==> src/drmd_ctl_map.svh <==
`ifndef DRMD_CTL_MAP_SVH
`define DRMD_CTL_MAP_SVH

// Sample width of one audio channel word.
`define DRMD_SW 24

// Register indices; the byte address on the bus is four times the index.
`define DRMD_IDX_INSEL 6'h0F
`define DRMD_IDX_MIXZF 6'h10
`define DRMD_IDX_PER_DAC_DEEMPH_EN 6'h11
`define DRMD_IDX_SRC 6'h18
`define DRMD_IDX_STATUS 6'h19
`define DRMD_IDX_ISTAT 6'h1A
`define DRMD_IDX_IMASK 6'h1B

// Reset values.
`define DRMD_RST_INSEL 9'h0E4
`define DRMD_RST_MIXZF 8'h09
`define DRMD_RST_PER_DAC_DEEMPH_EN 5'h00
`define DRMD_RST_SRC 2'h3
`define DRMD_RST_IRQ 5'h00

// Field positions.
`define DRMD_INSEL_MODE 8
`define DRMD_MIX_LO 0
`define DRMD_ZFS_LO 4
`define DRMD_IZD_BIT 7
`define DRMD_GLOB_BIT 4
`define DRMD_SRC_SPDIF 2'h0

// Consecutive zero samples before a DAC counts as infinite zero.
`define DRMD_ZERO_RUN 1024

`endif

==> src/drmd_pkg.sv <==
`include "drmd_ctl_map.svh"

package drmd_pkg;

    // One stereo sample: left and right words travel together.
    typedef struct packed {
        logic signed [`DRMD_SW-1:0] l;
        logic signed [`DRMD_SW-1:0] r;
    } drmd_pair_t;

    // Two-bit output mixing codes for one output side.
    typedef enum logic [1:0] {
        DRMD_MIX_MUTE = 2'h0,
        DRMD_MIX_LEFT = 2'h1,
        DRMD_MIX_RIGHT = 2'h2,
        DRMD_MIX_AVG = 2'h3
    } drmd_mix_t;

endpackage

==> src/drmd_mix.sv <==
`timescale 1ns/10ps
`include "drmd_ctl_map.svh"

module drmd_mix
    import drmd_pkg::*;
(
    input wire drmd_pair_t in_i,
    input wire logic [3:0] sel_i,
    output drmd_pair_t out_o
);

    logic signed [`DRMD_SW:0] sum;
    logic signed [`DRMD_SW-1:0] avg;

    // Average keeps one extra bit so the sum cannot wrap before halving.
    assign sum = {in_i.l[`DRMD_SW-1], in_i.l} + {in_i.r[`DRMD_SW-1], in_i.r};
    assign avg = sum[`DRMD_SW:1];

    function automatic logic [`DRMD_SW-1:0] pick(input logic [1:0] code);
        case (drmd_mix_t'(code))
            DRMD_MIX_MUTE: pick = '0;
            DRMD_MIX_LEFT: pick = in_i.l;
            DRMD_MIX_RIGHT: pick = in_i.r;
            default: pick = avg;
        endcase
    endfunction

    // Low two bits steer the left output, high two bits the right.
    always_comb begin
        out_o.l = pick(sel_i[1:0]);
        out_o.r = pick(sel_i[3:2]);
    end

endmodule

==> src/drmd_top.sv <==
// The implementer's own choice: the Wishbone register port.
`timescale 1ns/10ps
`include "drmd_ctl_map.svh"

// Contract
// - Zero flag source code 000 gives all-DACs zero, 001 to 100 DAC1-4.
// - Automute bit 7 enables infinite-zero automute when set; resets clear.
// - Per-DAC de-emphasis bits, bit 0 for DAC1 upward; reset 0000.
// - With global bit 4 clear, de-emphasis follows the per-DAC field only.
// - Mode bit 8 acts only with S/PDIF source; set: frame clock sets rate.
// - Each two-bit input selector routes serial input one to four.
// - Source code 00 feeds DAC1 from S/PDIF data and enables the mode bit.
module drmd_top
    import drmd_pkg::*;
#(
    parameter int unsigned ZERO_RUN = `DRMD_ZERO_RUN
) (
    input wire logic clk_i,
    input wire logic rst_i,
    input wire logic wb_cyc_i,
    input wire logic wb_stb_i,
    input wire logic wb_we_i,
    input wire logic [7:0] wb_adr_i,
    input wire logic [3:0] wb_sel_i,
    input wire logic [31:0] wb_dat_i,
    output logic [31:0] wb_dat_o,
    output logic wb_ack_o,
    input wire drmd_pair_t [3:0] serial_data_in_i,
    input wire drmd_pair_t spdif_rx_i,
    input wire logic in_valid_i,
    output drmd_pair_t [3:0] dac_o,
    output logic dac_valid_o,
    output logic [3:0] dac_deemph_o,
    output logic [3:0] dac_automute_o,
    output logic [3:0] dac_off_o,
    output logic dac_rate_from_primary_o,
    output logic zero_flag_out_o,
    output logic irq_o
);

    localparam int ZW = $clog2(ZERO_RUN + 1);

    // Everything the block remembers sits in this one record.
    typedef struct packed {
        logic [8:0] insel;
        logic [7:0] mixzf;
        logic [4:0] per_dac_deemph_en;
        logic [1:0] src;
        logic [4:0] istat;
        logic [4:0] imask;
        logic ack;
        logic [31:0] rdat;
        logic irq;
        drmd_pair_t [3:0] dac;
        logic dvalid;
        logic [3:0] deemph;
        logic [3:0] amute;
        logic [3:0] off;
        logic rate_pri;
        logic zero_flag_out;
        logic [3:0][ZW-1:0] zcnt;
    } drmd_state_t;

    drmd_state_t s;
    drmd_state_t next_s;
    drmd_pair_t [3:0] src_pair;
    drmd_pair_t [3:0] mixed;
    logic [3:0] zero_s;
    logic spdif_src;
    logic wr_go;
    logic [5:0] idx;
    logic [15:0] wdat;
    logic [4:0] clr;
    logic [4:0] set;
    logic [31:0] rval;

    // Byte lanes 0 and 1 carry every writable field.
    function automatic logic [15:0] merge(input logic [15:0] old,
                                          input logic [31:0] dat,
                                          input logic [3:0] sel);
        merge = {sel[1] ? dat[15:8] : old[15:8],
                 sel[0] ? dat[7:0] : old[7:0]};
    endfunction

    // A DAC holds infinite zero once its run counter has saturated.
    function automatic logic is_zero(input logic [ZW-1:0] cnt);
        is_zero = (cnt == ZW'(ZERO_RUN));
    endfunction

    assign spdif_src = (s.src == `DRMD_SRC_SPDIF);
    assign idx = wb_adr_i[7:2];
    assign wr_go = wb_cyc_i & wb_stb_i & wb_we_i & s.ack;

    // Source routing ahead of the mixers.
    always_comb begin
        for (int i = 0; i < 4; i++) begin
            src_pair[i] = serial_data_in_i[s.insel[2*i +: 2]];
        end
        if (spdif_src) begin
            src_pair[0] = spdif_rx_i;
        end
    end

    // One mixer per DAC, all steered by the shared selector.
    genvar g;
    generate
        for (g = 0; g < 4; g++) begin : g_mix
            drmd_mix u_mix (
                .in_i(src_pair[g]),
                .sel_i(s.mixzf[`DRMD_MIX_LO +: 4]),
                .out_o(mixed[g])
            );
            assign zero_s[g] = is_zero(s.zcnt[g]);
        end
    endgenerate

    // Read mux; unmapped words read as zero and still get an ack.
    always_comb begin
        case (idx)
            `DRMD_IDX_INSEL: rval = {23'h000000, s.insel};
            `DRMD_IDX_MIXZF: rval = {24'h000000, s.mixzf};
            `DRMD_IDX_PER_DAC_DEEMPH_EN: rval = {27'h0000000, s.per_dac_deemph_en};
            `DRMD_IDX_SRC: rval = {30'h00000000, s.src};
            `DRMD_IDX_STATUS: rval = {18'h00000, s.rate_pri, s.off, s.amute,
                                      zero_s, s.zero_flag_out};
            `DRMD_IDX_ISTAT: rval = {27'h0000000, s.istat};
            `DRMD_IDX_IMASK: rval = {27'h0000000, s.imask};
            default: rval = 32'h00000000;
        endcase
    end

    // Next-state logic for the bus, the fields and the sample path.
    always_comb begin
        next_s = s;
        wdat = 16'h0000;
        clr = 5'h00;
        set = 5'h00;
        next_s.ack = wb_cyc_i & wb_stb_i & ~s.ack;
        next_s.rdat = next_s.ack ? rval : 32'h00000000;
        // Writes land on the edge where the master sees ack high.
        if (wr_go) begin
            case (idx)
                `DRMD_IDX_INSEL: begin
                    wdat = merge({7'h00, s.insel}, wb_dat_i, wb_sel_i);
                    next_s.insel = wdat[8:0];
                end
                `DRMD_IDX_MIXZF: begin
                    wdat = merge({8'h00, s.mixzf}, wb_dat_i, wb_sel_i);
                    next_s.mixzf = wdat[7:0];
                end
                `DRMD_IDX_PER_DAC_DEEMPH_EN: begin
                    wdat = merge({11'h000, s.per_dac_deemph_en}, wb_dat_i, wb_sel_i);
                    next_s.per_dac_deemph_en = wdat[4:0];
                end
                `DRMD_IDX_SRC: begin
                    wdat = merge({14'h0000, s.src}, wb_dat_i, wb_sel_i);
                    next_s.src = wdat[1:0];
                end
                `DRMD_IDX_ISTAT: begin
                    wdat = merge(16'h0000, wb_dat_i, wb_sel_i);
                    clr = wdat[4:0];
                end
                `DRMD_IDX_IMASK: begin
                    wdat = merge({11'h000, s.imask}, wb_dat_i, wb_sel_i);
                    next_s.imask = wdat[4:0];
                end
                default: begin
                    wdat = 16'h0000;
                end
            endcase
        end
        // Sample path: mixed words are taken on each input strobe.
        next_s.dvalid = in_valid_i;
        if (in_valid_i) begin
            for (int i = 0; i < 4; i++) begin
                next_s.dac[i] = mixed[i];
                if (src_pair[i] == '0) begin
                    if (!is_zero(s.zcnt[i])) begin
                        next_s.zcnt[i] = s.zcnt[i] + ZW'(1);
                    end
                end else begin
                    next_s.zcnt[i] = '0;
                end
            end
            // Powered-down DACs play silence instead of stale words.
            for (int i = 1; i < 4; i++) begin
                if (spdif_src && !s.insel[`DRMD_INSEL_MODE]) begin
                    next_s.dac[i] = '0;
                end
            end
        end
        // Mode bit is meaningless unless S/PDIF feeds DAC1.
        next_s.rate_pri = spdif_src & s.insel[`DRMD_INSEL_MODE];
        next_s.off = {{3{spdif_src & ~s.insel[`DRMD_INSEL_MODE]}}, 1'b0};
        // De-emphasis: the global bit forces all four on.
        next_s.deemph = s.per_dac_deemph_en[`DRMD_GLOB_BIT] ? 4'hF : s.per_dac_deemph_en[3:0];
        next_s.amute = {4{s.mixzf[`DRMD_IZD_BIT]}} & zero_s;
        // Reserved selector codes hold the flag low.
        case (s.mixzf[`DRMD_ZFS_LO +: 3])
            3'h0: next_s.zero_flag_out = &zero_s;
            3'h1: next_s.zero_flag_out = zero_s[0];
            3'h2: next_s.zero_flag_out = zero_s[1];
            3'h3: next_s.zero_flag_out = zero_s[2];
            3'h4: next_s.zero_flag_out = zero_s[3];
            default: next_s.zero_flag_out = 1'b0;
        endcase
        // Events: a DAC entering infinite zero, and the flag rising.
        // Looked at inside this process so no signal loops back into it.
        for (int i = 0; i < 4; i++) begin
            set[i] = is_zero(next_s.zcnt[i]) & ~zero_s[i];
        end
        set[4] = next_s.zero_flag_out & ~s.zero_flag_out;
        // Set beats a clear arriving in the same cycle.
        next_s.istat = (s.istat & ~clr) | set;
        next_s.irq = |(next_s.istat & next_s.imask);
    end

    // Single state register.
    always_ff @(posedge clk_i) begin
        if (rst_i) begin
            s <= '0;
            s.insel <= `DRMD_RST_INSEL;
            s.mixzf <= `DRMD_RST_MIXZF;
            s.per_dac_deemph_en <= `DRMD_RST_PER_DAC_DEEMPH_EN;
            s.src <= `DRMD_RST_SRC;
            s.istat <= `DRMD_RST_IRQ;
            s.imask <= `DRMD_RST_IRQ;
        end else begin
            s <= next_s;
        end
    end

    assign wb_dat_o = s.rdat;
    assign wb_ack_o = s.ack;
    assign irq_o = s.irq;
    assign dac_o = s.dac;
    assign dac_valid_o = s.dvalid;
    assign dac_deemph_o = s.deemph;
    assign dac_automute_o = s.amute;
    assign dac_off_o = s.off;
    assign dac_rate_from_primary_o = s.rate_pri;
    assign zero_flag_out_o = s.zero_flag_out;
endmodule

==> config.mk <==
export PLATFORM = sky130hd
export DESIGN_NAME = drmd_top
export DESIGN_NICKNAME = d
export VERILOG_FILES = /design/src/drmd_pkg.sv /design/src/drmd_mix.sv /design/src/drmd_top.sv
export VERILOG_INCLUDE_DIRS = /design/src
export SDC_FILE = /design/constraint.sdc
export NUM_CORES = 1
export LEC_CHECK = 0
export CORE_ASPECT_RATIO = 2
export CORE_UTILIZATION = 45
export DETAILED_ROUTE_END_ITERATION = 10
export DONT_BUFFER_PORTS = 1
export PLACE_DENSITY_LB_ADDON = 0.05
export SLEW_MARGIN = 20
export SYNTH_ARGS = -nofsm -noshare
export SYNTH_HDL_FRONTEND = slang
export SYNTH_HIERARCHICAL = 1
export SYNTH_SLANG_ARGS = --single-unit
==> constraint.sdc <==
create_clock -name clk_i -period 4.5 [get_ports clk_i]
set_input_delay 1.35 -clock clk_i [delete_from_list [all_inputs] [get_ports clk_i]]
set_output_delay 1.35 -clock clk_i [all_outputs]
set_load 0.02 [all_outputs]
# After elaboration in Yosys (flattened, before gate mapping)
# Index checks and enable logic that the tools add are counted.
# word_totals
ff_bits	317
mem_count	0
wordCells	144
romBits	0
ramBits	0
latch_bits	0
in_bits	290
# op_classes
multipliers	0
bitwise_logic	24
n_addsub	8
mux	38
reduce_logical	18
n_shift	0
eq_ne	23
order_cmp	4
div_mod_pow	0
# op_table
op	count
24-bit case mux with 3 select lines	8
48-bit binary-select mux with 2-bit select	4
48-bit 2-to-1 mux	8
48-bit logical NOT	4
24-bit by 24-bit adder with 25-bit output	4
14-bit case mux with 7 select lines	1
11-bit == test (second input constant)	8
11-bit 2-to-1 mux	8
11-bit by 1-bit adder with 11-bit output (second input constant)	4
44-bit 2-to-1 mux	1
6-bit by 5-bit == test with 1-bit output (second input constant)	6
5-bit 2-to-1 mux	6
3-bit AND reduction	5
2-bit by 3-bit < comparator with 1-bit output (second input constant)	4
1-bit AND	11
5-bit AND	2
1-bit inverter	8
3-bit by 2-bit == test with 1-bit output (second input constant)	2
6-bit by 4-bit == test with 1-bit output (second input constant)	1
2-bit logical NOT	3
5-bit inverter	1
5-bit OR	1
1-bit case mux with 5 select lines	1
5-bit OR reduction	1
other kinds (11)	13

# Depth between registers and ports, before layout
# Gate-level depths: netlist of the first run.
# depth
word_depth	11
depth_mapped	19
depth_no_buf	14

# Modules after synthesis
# The synthesis of the first run kept the hierarchy.
# by_module_without_submodules
mod	area_each_um2	cells_per_inst	n_inst
drmd_top	19291.0	1982	1
drmd_mix (g_mix[0].u_mix ...)	2224.6	321	2
drmd_mix (g_mix[3].u_mix)	2154.6	306	1
drmd_mix (g_mix[1].u_mix)	2124.5	315	1

# Worst setup path before layout of the first run
# No wires, ideal clock.
# synth_path
path_type	input -> register
from	in serial_data_in_i[144] in the netlist's numbering
to	reg s (netlist bit dac_o[67])
stages	13
arrival_ns	4.142
setup_time_ns	0.128
setup_slack_ns	0.230
path_buffers	0
path_cell_list	mux4_2 -> and2_1 -> fa_1 -> a21oi_2 -> and3b_4 -> o32ai_4 -> o41ai_2 -> a31oi_2 -> xnor2_1 -> mux2_2 -> a22o_1 -> a22oi_1 -> nor2_1
# synth_rtl
element	line	rtl
from (decl)	drmd_top.sv:28	input wire drmd_pair_t [3:0] serial_data_in_i,
to (signal assigned)	drmd_top.sv:229	s <= next_s;
to (decl)	drmd_top.sv:64	drmd_state_t s;

==> results of run 1 <==
==> stage by stage <==
step | setup TNS, ns | setup slack [ns]
final | 0 | 0.140
after global routing | 0 | 0.0132
after CTS | 0 | 0.195
after detailed placement | -7.01 | -0.346
after global placement | -7.56 | -0.395
after floorplan | 0 | 0.230
==> worst max-delay path, delay by kind of cell, from the launching register on <==
kind	cells	cell delay [ns]
adder cells (fa/ha/maj)	1	0.42
AO/OA/AOI/OAI	4	1.03
multiplexers	1	0.61
AND/OR/NAND/NOR	6	0.97
flip-flops	1	0.67
buffers and inverters	2	0.45
==> power by group <==
group | total (mW) | internal (mW) | switching (mW)
combinational | 2.11 | 0.896 | 1.21
clock | 2.68 | 1.44 | 1.24
sequential | 2.92 | 2.71 | 0.215
total | 7.71 | 5.04 | 2.67
==> logic make-up (layout without fill, tap and decap cells) <==
group           Yosys count  in the layout  share of synthesized area [%]
compound gates          882            882                           22.0
xor+xnor                121            121                           3.78
fa+ha+maj               104            104                           4.75
buf+inv                 507            398                           10.3
flops                   295            295                           21.1
mux                     383            383                           22.2
other cells               1             34                         0.0134
simple gates            952            952                           15.8
==> cell usage in the layout (no fill, tap or decap), types with 85 or more instances in the layout <==
cell and instances:
sky130_fd_sc_hd__mux2i_1 98, sky130_fd_sc_hd__a22o_1 85, sky130_fd_sc_hd__ha_1 100, sky130_fd_sc_hd__nand2_1 248, sky130_fd_sc_hd__a21oi_1 158, sky130_fd_sc_hd__nor2_1 350, sky130_fd_sc_hd__buf_4 291, sky130_fd_sc_hd__o21ai_0 113
sky130_fd_sc_hd__mux4_2 170, sky130_fd_sc_hd__mux2_2 108, sky130_fd_sc_hd__a22oi_1 193, sky130_fd_sc_hd__dfxtp_1 283
==> final cells by class <==
cell class / count / share of cell area [%]
well taps: 786 / 3.29
multi-input cells: 2462 / 64.7
clock inverters: 13 / 0.528
diodes: 14 / 0.117
clock buffers: 41 / 2.82
inverters: 40 / 0.511
flip-flops and latches: 295 / 19.9
repair buffers: 304 / 8.18
==> metal layers <==
layer	track usage, %	vias up
li1	-	11900
met1	40.1	13100
met2	70.1	1596
met3	13.0	486
met4	39.1	4
met5	0	-
==> timing repair <==
item | CTS | global route
buffers inserted | 0 | 8
gates resized for setup | 0 | 2
setup endpoints to repair | 0 | 3
hold endpoints to repair | 0 | 0
==> flip-flops by register name (all words and copies together) (netlist names) <==
register	cells
dac_o	192
s	78
wb_dat_o	11
dac_automute_o	4
dac_deemph_o	4
dac_off_o	1
dac_rate_from_primary_o	1
dac_valid_o	1
irq_o	1
wb_ack_o	1
zero_flag_out_o	1
==> how the worst min path moves through the flow <==
stage              to  startpoint  cells after the start
6_report       s[309]      s[309]                      2
5_1_grt        s[290]      s[290]                      2
4_1_cts        s[309]      s[309]                      2
3_5_place_dp   s[309]      s[309]                      2
3_3_place_gp   s[290]      s[290]                      2
2_1_floorplan  s[309]      s[309]                      2
==> summary.txt, run 1 <==
Drt
  – # DRC: 0
  – Post-detailed-route count of antenna-violating nets: 0
  – Met3 wire length: about 14 mm
  – Avg Vias per Cell: 6.85
  – Total via count after detailed routing: about 27000
  – Top routing layer used: met5
  – Wire length per cell: 34.4 um
  – WL met2: between 60 and 70 mm
  – Iter 0 DRT Violations: approximately 2400
  – Total Routed Length: approximately 140 mm
  – Iteration count of the initial detailed-routing pass: 7
  – Wire length on met1: ~43 mm

Setup path
  – Required time worst endpoint: approximately 5.0 ns
  – Peak fanout along the critical path: 20
  – RR Endpoint: dac_o[191]
  – Kind of end point of the critical path: flip-flop
  – Dominant cell type by count on the critical path: sky130_fd_sc_hd__and3_1
  – Setup Crit Path Kind: flip-flop to flip-flop
  – Critical path launch point: s[316]
  – Critical-path cell list: buf_12 -> buf_4 -> mux4_2 -> ha_1 -> and3_1 -> nand3_1 -> nand2b_1 -> and3_1 -> o221ai_1 -> and3_1 -> o22ai_1 -> a221o_1 -> a22oi_1 -> nor2_1
  – Worst r2r path cells: 14
  – Critical path arrival: 4.88 ns
  – Kind of start point of the critical path: flip-flop
  – Slowest cell delay on critical path: ~0.67 ns
  – Capture point of the worst path: dac_o[191]
  – Setup slack of the worst register-to-register path: between 0.1 and 0.15 ns
  – Cell type of the slowest stage on the worst timing path: sky130_fd_sc_hd__dfxtp_4
  – Origin of the critical flop-to-flop path: s[316]

GRT
  – GRT Total Usage: 41.9%
  – Number of global-route vias before repair: 26600
  – Global-route wire length before repair: approximately 190 mm
  – Grt ovf: 0
  – Pin count of the biggest net entering global routing: 244
  – Number of antenna violations at the first check in global routing: 9

Cells and area
  – Area taken by multi-input logic gates: around 19000 um2
  – Final standard cell area without fillers: roughly 30000 um2
  – Share of the core filled with cells in the final layout: between 40% and 50%
  – Layout cells sized above 1: between 20 and 25%
  – Final cell count without fillers: about 4000
  – Synthesis-to-layout area growth: 6.61%
  – Sequential Area: a little under 6000 um2
  – Nets@finish: approximately 3500
  – Number of filler cells placed in the layout: ~6000

Synth
  – Post-synthesis cell count: 3245
  – Yosys warning count: 6
  – Synth cell count leaders: 351 x sky130_fd_sc_hd__nor2_1, 295 x sky130_fd_sc_hd__dfxtp_1, 248 x sky130_fd_sc_hd__nand2_1, 238 x sky130_fd_sc_hd__buf_4, 193 x sky130_fd_sc_hd__a22oi_1
  – Largest cells by area after synthesis: sky130_fd_sc_hd__dfxtp_1 21%, sky130_fd_sc_hd__mux4_2 14%, sky130_fd_sc_hd__buf_4 6.4%
  – #FFs+latches synth: 295
  – Async SR Flop Fraction: 0%
  – Count of flip-flops with a built-in enable after synthesis: 0
  – Synthesized area per cell: 8.63 um2
  – Area share of the leading cell type in the synthesized netlist: between 20% and 30%
  – Largest area contributor in the synthesized netlist: sky130_fd_sc_hd__dfxtp_1
  – Post-synth cell types: 102
  – Library cell with the highest instance count after synthesis: sky130_fd_sc_hd__nor2_1
  – Post-synth design cell area: about 28000 um2
  – Most instantiated flip-flop cell in the synthesis netlist: sky130_fd_sc_hd__dfxtp_1
  – Sequential element share of the synthesized area: between 20% and 30%

Die
  – DIE AREA: approximately 63000 um2
  – Placement row count: between 100 and 150
  – Placeable core region: 61700 um2
  – DIE WIDTH: 178 um
  – Starting density of the core: a little under half
  – Y dimension of the die: about 350 um
  – Number of top-level pins: ~530

Place
  – Final weighted congestion of routability-driven global placement: ~1.1
  – Total of buffers placed on input and output ports: 0
  – Detail Placement HPWL: about 110 mm
  – Placed insts: 3879
  – Placement-stage cell area: 28800 um2

STA
  – Worst hold margin: between 0.4 and 0.5 ns
  – Crit path time final: between 4 and 5 ns
  – Max-slew violation count: 0
  – Worst clock skew on the final layout: ~0.047 ns
  – Setup violation total in the final timing report: 0
  – Unrepaired setup endpoints after global routing: false
  – Fmax: ~230 MHz
  – Tcrit/Tclk final: a little over nine tenths
  – Tightest slew margin relative to the limit: around 36%
  – Slew @ Worst Pin: around 0.95 ns
  – Final hold viol count: 0

Pwr
  – Max VDD drop: approximately 0.00033 V
  – Standby leakage power: around 12 nW
  – Total power: roughly 7.7 mW
  – Power density of the placed cells: ~260 nW/um2

Clock network
  – Clock Latency Late Sink: 0.67 ns
  – Bufs on Longest Clock Path: 3
  – Clock sink count: 295
  – TritonCTS clock tree: yes
  – Clock transition at the registers of the reported paths: around 0.070 ns
  – CTS hold repair buffers: 0
  – Cell at the root of the clock tree: sky130_fd_sc_hd__clkbuf_16
  – H-Tree Depth: 1
  – Clock buffers created by TritonCTS: 29

Run status
  – Result of the run: completed

Hold path
  – Worst min path class: flip-flop to flip-flop

Job
  – Number of max-cap violations: 0
Note: power is estimated with default switching activity, not from simulation.
==> inputs of run 2 (changes only) <==
Settings changed: ABC_AREA set to 1.
==> summary.txt, run 2 <==
Setup path
  – Origin of the critical flop-to-flop path: s[312]
  – Critical-path cell list: clkinv_2 -> buf_4 -> nand2_1 -> nand3_1 -> nand2_1 -> inv_1 -> ha_1 -> nand2_1 -> inv_1 -> nand2_1 -> nand2_1 -> nand3b_1 -> or2_2 -> nand3_1 -> nand3_1 -> nand2_1 -> a21oi_1
  – Required time worst endpoint: ~5.0 ns
  – Buffering stage count on the worst path with inverters included: 4
  – Critical path arrival: around 4.6 ns
  – Critical path launch point: s[312]
  – Dominant cell type by count on the critical path: sky130_fd_sc_hd__nand2_1
  – Kind of end point of the critical path: flip-flop
  – Setup Crit Path Kind: flip-flop to flip-flop
  – Worst r2r path cells: 17
  – Worst path top cell family by delay: simple AND/OR/NAND/NOR gates
  – Peak fanout along the critical path: 19
  – Cell type of the slowest stage on the worst timing path: sky130_fd_sc_hd__nand3b_1
  – Slowest cell delay on critical path: around 0.46 ns
  – Kind of start point of the critical path: flip-flop
  – Stages on worst setup path: 17

Drt
  – Wire length per cell: ~24 um
  – Total Routed Length: around 160 mm
  – Total via count after detailed routing: about 38000
  – Iteration count of the initial detailed-routing pass: 7
  – Post-detailed-route count of antenna-violating nets: 0
  – # DRC: 0
  – Iter 0 DRT Violations: ~3200
  – Avg Vias per Cell: 5.59

Run status
  – Result of the run: completed

Clock network
  – Clock transition at the registers of the reported paths: approximately 0.07 ns
  – Clock Latency Late Sink: about 0.66 ns
  – CTS hold repair buffers: 0
  – Resized cells post-CTS: 0
  – Clock sink count: roughly 300
  – Number of buffers inserted by post-CTS setup repair: 0
  – TritonCTS clock tree: yes
  – Cell at the root of the clock tree: sky130_fd_sc_hd__clkbuf_16
  – H-Tree Depth: 1
  – Clock buffers created by TritonCTS: 29
  – Bufs on Longest Clock Path: 3

Die
  – Y dimension of the die: between 300 and 400 um
  – Number of top-level pins: around 530
  – DIE WIDTH: slightly below 200 um
  – Placeable core region: about 73000 um2
  – Starting density of the core: between 40% and 50%
  – Placement row count: 140
  – DIE AREA: 75300 um2

STA
  – Final hold viol count: 0
  – Slew @ Worst Pin: ~1.0 ns
  – Unrepaired setup endpoints after global routing: false
  – Crit path time final: 4.06 ns
  – Final setup TNS: 0 ns
  – Tcrit/Tclk final: between 90% and 100%
  – Tightest slew margin relative to the limit: between 30% and 40%
  – Worst clock skew on the final layout: roughly 0.032 ns
  – Fmax: 246 MHz
  – Final worst-path setup slack: ~0.44 ns
  – Setup violation total in the final timing report: 0
  – Max-slew violation count: 0

Synth
  – #FFs+latches synth: a little under 300
  – Main combinational cell family by area after synthesis: simple AND/OR/NAND/NOR gates
  – Post-synth cell types: 49
  – Simple-gate portion of the synthesized area: a little under half
  – Synthesized area per cell: between 5 and 6 um2
  – Fraction of synthesized area in multiplexers: 0%
  – Sequential element share of the synthesized area: approximately 18%
  – Post-synthesis xor/xnor area fraction: 1.44%
  – Yosys warning count: 6
  – Largest area contributor in the synthesized netlist: sky130_fd_sc_hd__nand2_1
  – Most instantiated flip-flop cell in the synthesis netlist: sky130_fd_sc_hd__dfxtp_1
  – Area share of the leading cell type in the synthesized netlist: a little over a quarter
  – Post-synth design cell area: about 33000 um2
  – Library cell with the highest instance count after synthesis: sky130_fd_sc_hd__nand2_1
  – Synth cell count leaders: 2337 x sky130_fd_sc_hd__nand2_1, 943 x sky130_fd_sc_hd__inv_1, 639 x sky130_fd_sc_hd__nand3_1, 415 x sky130_fd_sc_hd__nor2_1, 295 x sky130_fd_sc_hd__dfxtp_1
  – Synth Area in Compound Gates: about an eighth
  – Post-synthesis cell count: between 6000 and 7000
  – Async SR Flop Fraction: 0%
  – Count of flip-flops with a built-in enable after synthesis: 0
  – Adder-Cell Fraction of Synth Area: 3.99%
  – Largest cells by area after synthesis: sky130_fd_sc_hd__nand2_1 26%, sky130_fd_sc_hd__dfxtp_1 18%, sky130_fd_sc_hd__inv_1 11%

Cells and area
  – Number of flip-flops in the largest register: between 150 and 200
  – Layout cells sized above 1: 3.51%
  – Most used cells in the layout excluding fill and tap cells: 2336 x sky130_fd_sc_hd__nand2_1, 941 x sky130_fd_sc_hd__inv_1, 639 x sky130_fd_sc_hd__nand3_1, 415 x sky130_fd_sc_hd__nor2_1, 288 x sky130_fd_sc_hd__dfxtp_1
  – Most common cell after layout, fill and taps aside: sky130_fd_sc_hd__nand2_1
  – Nets@finish: 6245
  – Synthesis-to-layout area growth: -0.323%
  – Final cell count without fillers: between 6000 and 7000
  – Share of the core filled with cells in the final layout: between 40 and 50%

Pwr
  – Switching part of the total power: about two fifths
  – Power density of the placed cells: about 230 nW/um2
  – Max VDD drop: 0.000383 V
  – Part of the power in combinational logic: 26.7%
  – Pint: 4.71 mW
  – NetSw: 2.90 mW
  – Standby leakage power: around 18 nW
  – Share of power burned in the clock network: between 30% and 40%
  – Part of the total power dissipated in sequential elements: between 30% and 40%
  – Total power: about 7.6 mW

GRT
  – Pin count of the biggest net entering global routing: roughly 360
  – Global-route wire length before repair: 237 mm
  – Grt ovf: 0
  – Number of antenna violations at the first check in global routing: 7
  – GRT Total Usage: between 40% and 50%
  – Number of global-route vias before repair: 36200

Place
  – Minimum setup slack after placement: between 0.3 and 0.4 ns
  – Final weighted congestion of routability-driven global placement: ~1.1
  – Placed insts: 6743
  – Total of buffers placed on input and output ports: 0
  – Detail Placement HPWL: about 130 mm

Job
  – Number of max-cap violations: 0

Hold path
  – Hold wc startpoint: s[299]
  – Min-Delay Path Depth: 2
  – Worst min path class: flip-flop to flip-flop
## run 2: cell count changes after synthesis, sizes merged, moves of 99 or more
cell	before	now
a22oi	193	6
nand3	68	644
mux2	108	0
nand2	250	2360
a21oi	161	280
o21ai	169	268
inv	40	951
mux4	177	0
## run 2: cell families after synthesis
logic type / after synthesis
AOI/OAI and AO/OA: 710
buffers and inverters: 1461
DFF: 295
other: 1
adders and majority gates: 104
xor gates and xnor gates: 55
and+or+nand+nor: 3616
## run 2: final timing paths
kind / to / slack (ns)
setup / recovery: dac_o[80] / 0.44
hold / removal: s[299] / 0.46
hold reg to reg: s[299] / 0.46
setup reg to reg: dac_o[80] / 0.44
## run 2: area by class of cell
type | instances | area, um2
diodes | 9 | 22.5
clock buffers | 38 | 840
clock inverters | 16 | 143
fillers | 8351 | 39800
inverters | 952 | 3580
multi-input cells | 4505 | 20800
flip-flops and latches | 295 | 5920
well taps | 923 | 1150
repair buffers | 68 | 736
## run 2: tightest hold or removal path: cells and delay by family, from the launching register on
kind,cells,cell delay (ns)
simple gates,1,0.06
flops,1,0.31
compound gates,1,0.06
## run 2: power groups by stage
stage          Clock [mW]  Sequential (mW)  Combinational (mW)
2_1_floorplan           0             2.84                1.73
3_3_place_gp            0             3.05                1.96
3_5_place_dp            0             3.05                1.97
4_1_cts              2.64             2.99                1.98
5_1_grt              2.70             3.00                2.23
6_report             2.58             2.99                2.03
## run 2: layer usage
metal	global-route usage, %	wire length, um	vias to the layer above	share of wire (%)
met3	12.4	15000	624	9.1
met2	71.2	75300	1933	46
li1	-	-	18400	-
met1	40.3	53900	17100	33
met5	0	57	-	0.035
met4	44.1	19900	8	12
## run 2: metrics by stage
stage / instance area, um2 / hold WS (ns)
2_1_floorplan: 33400 / 0.441
4_1_cts: 33200 / 0.464
6_report: 33200 / 0.461
5_1_grt: 33200 / 0.481
3_5_place_dp: 32200 / 0.455
3_3_place_gp: 32200 / 0.445
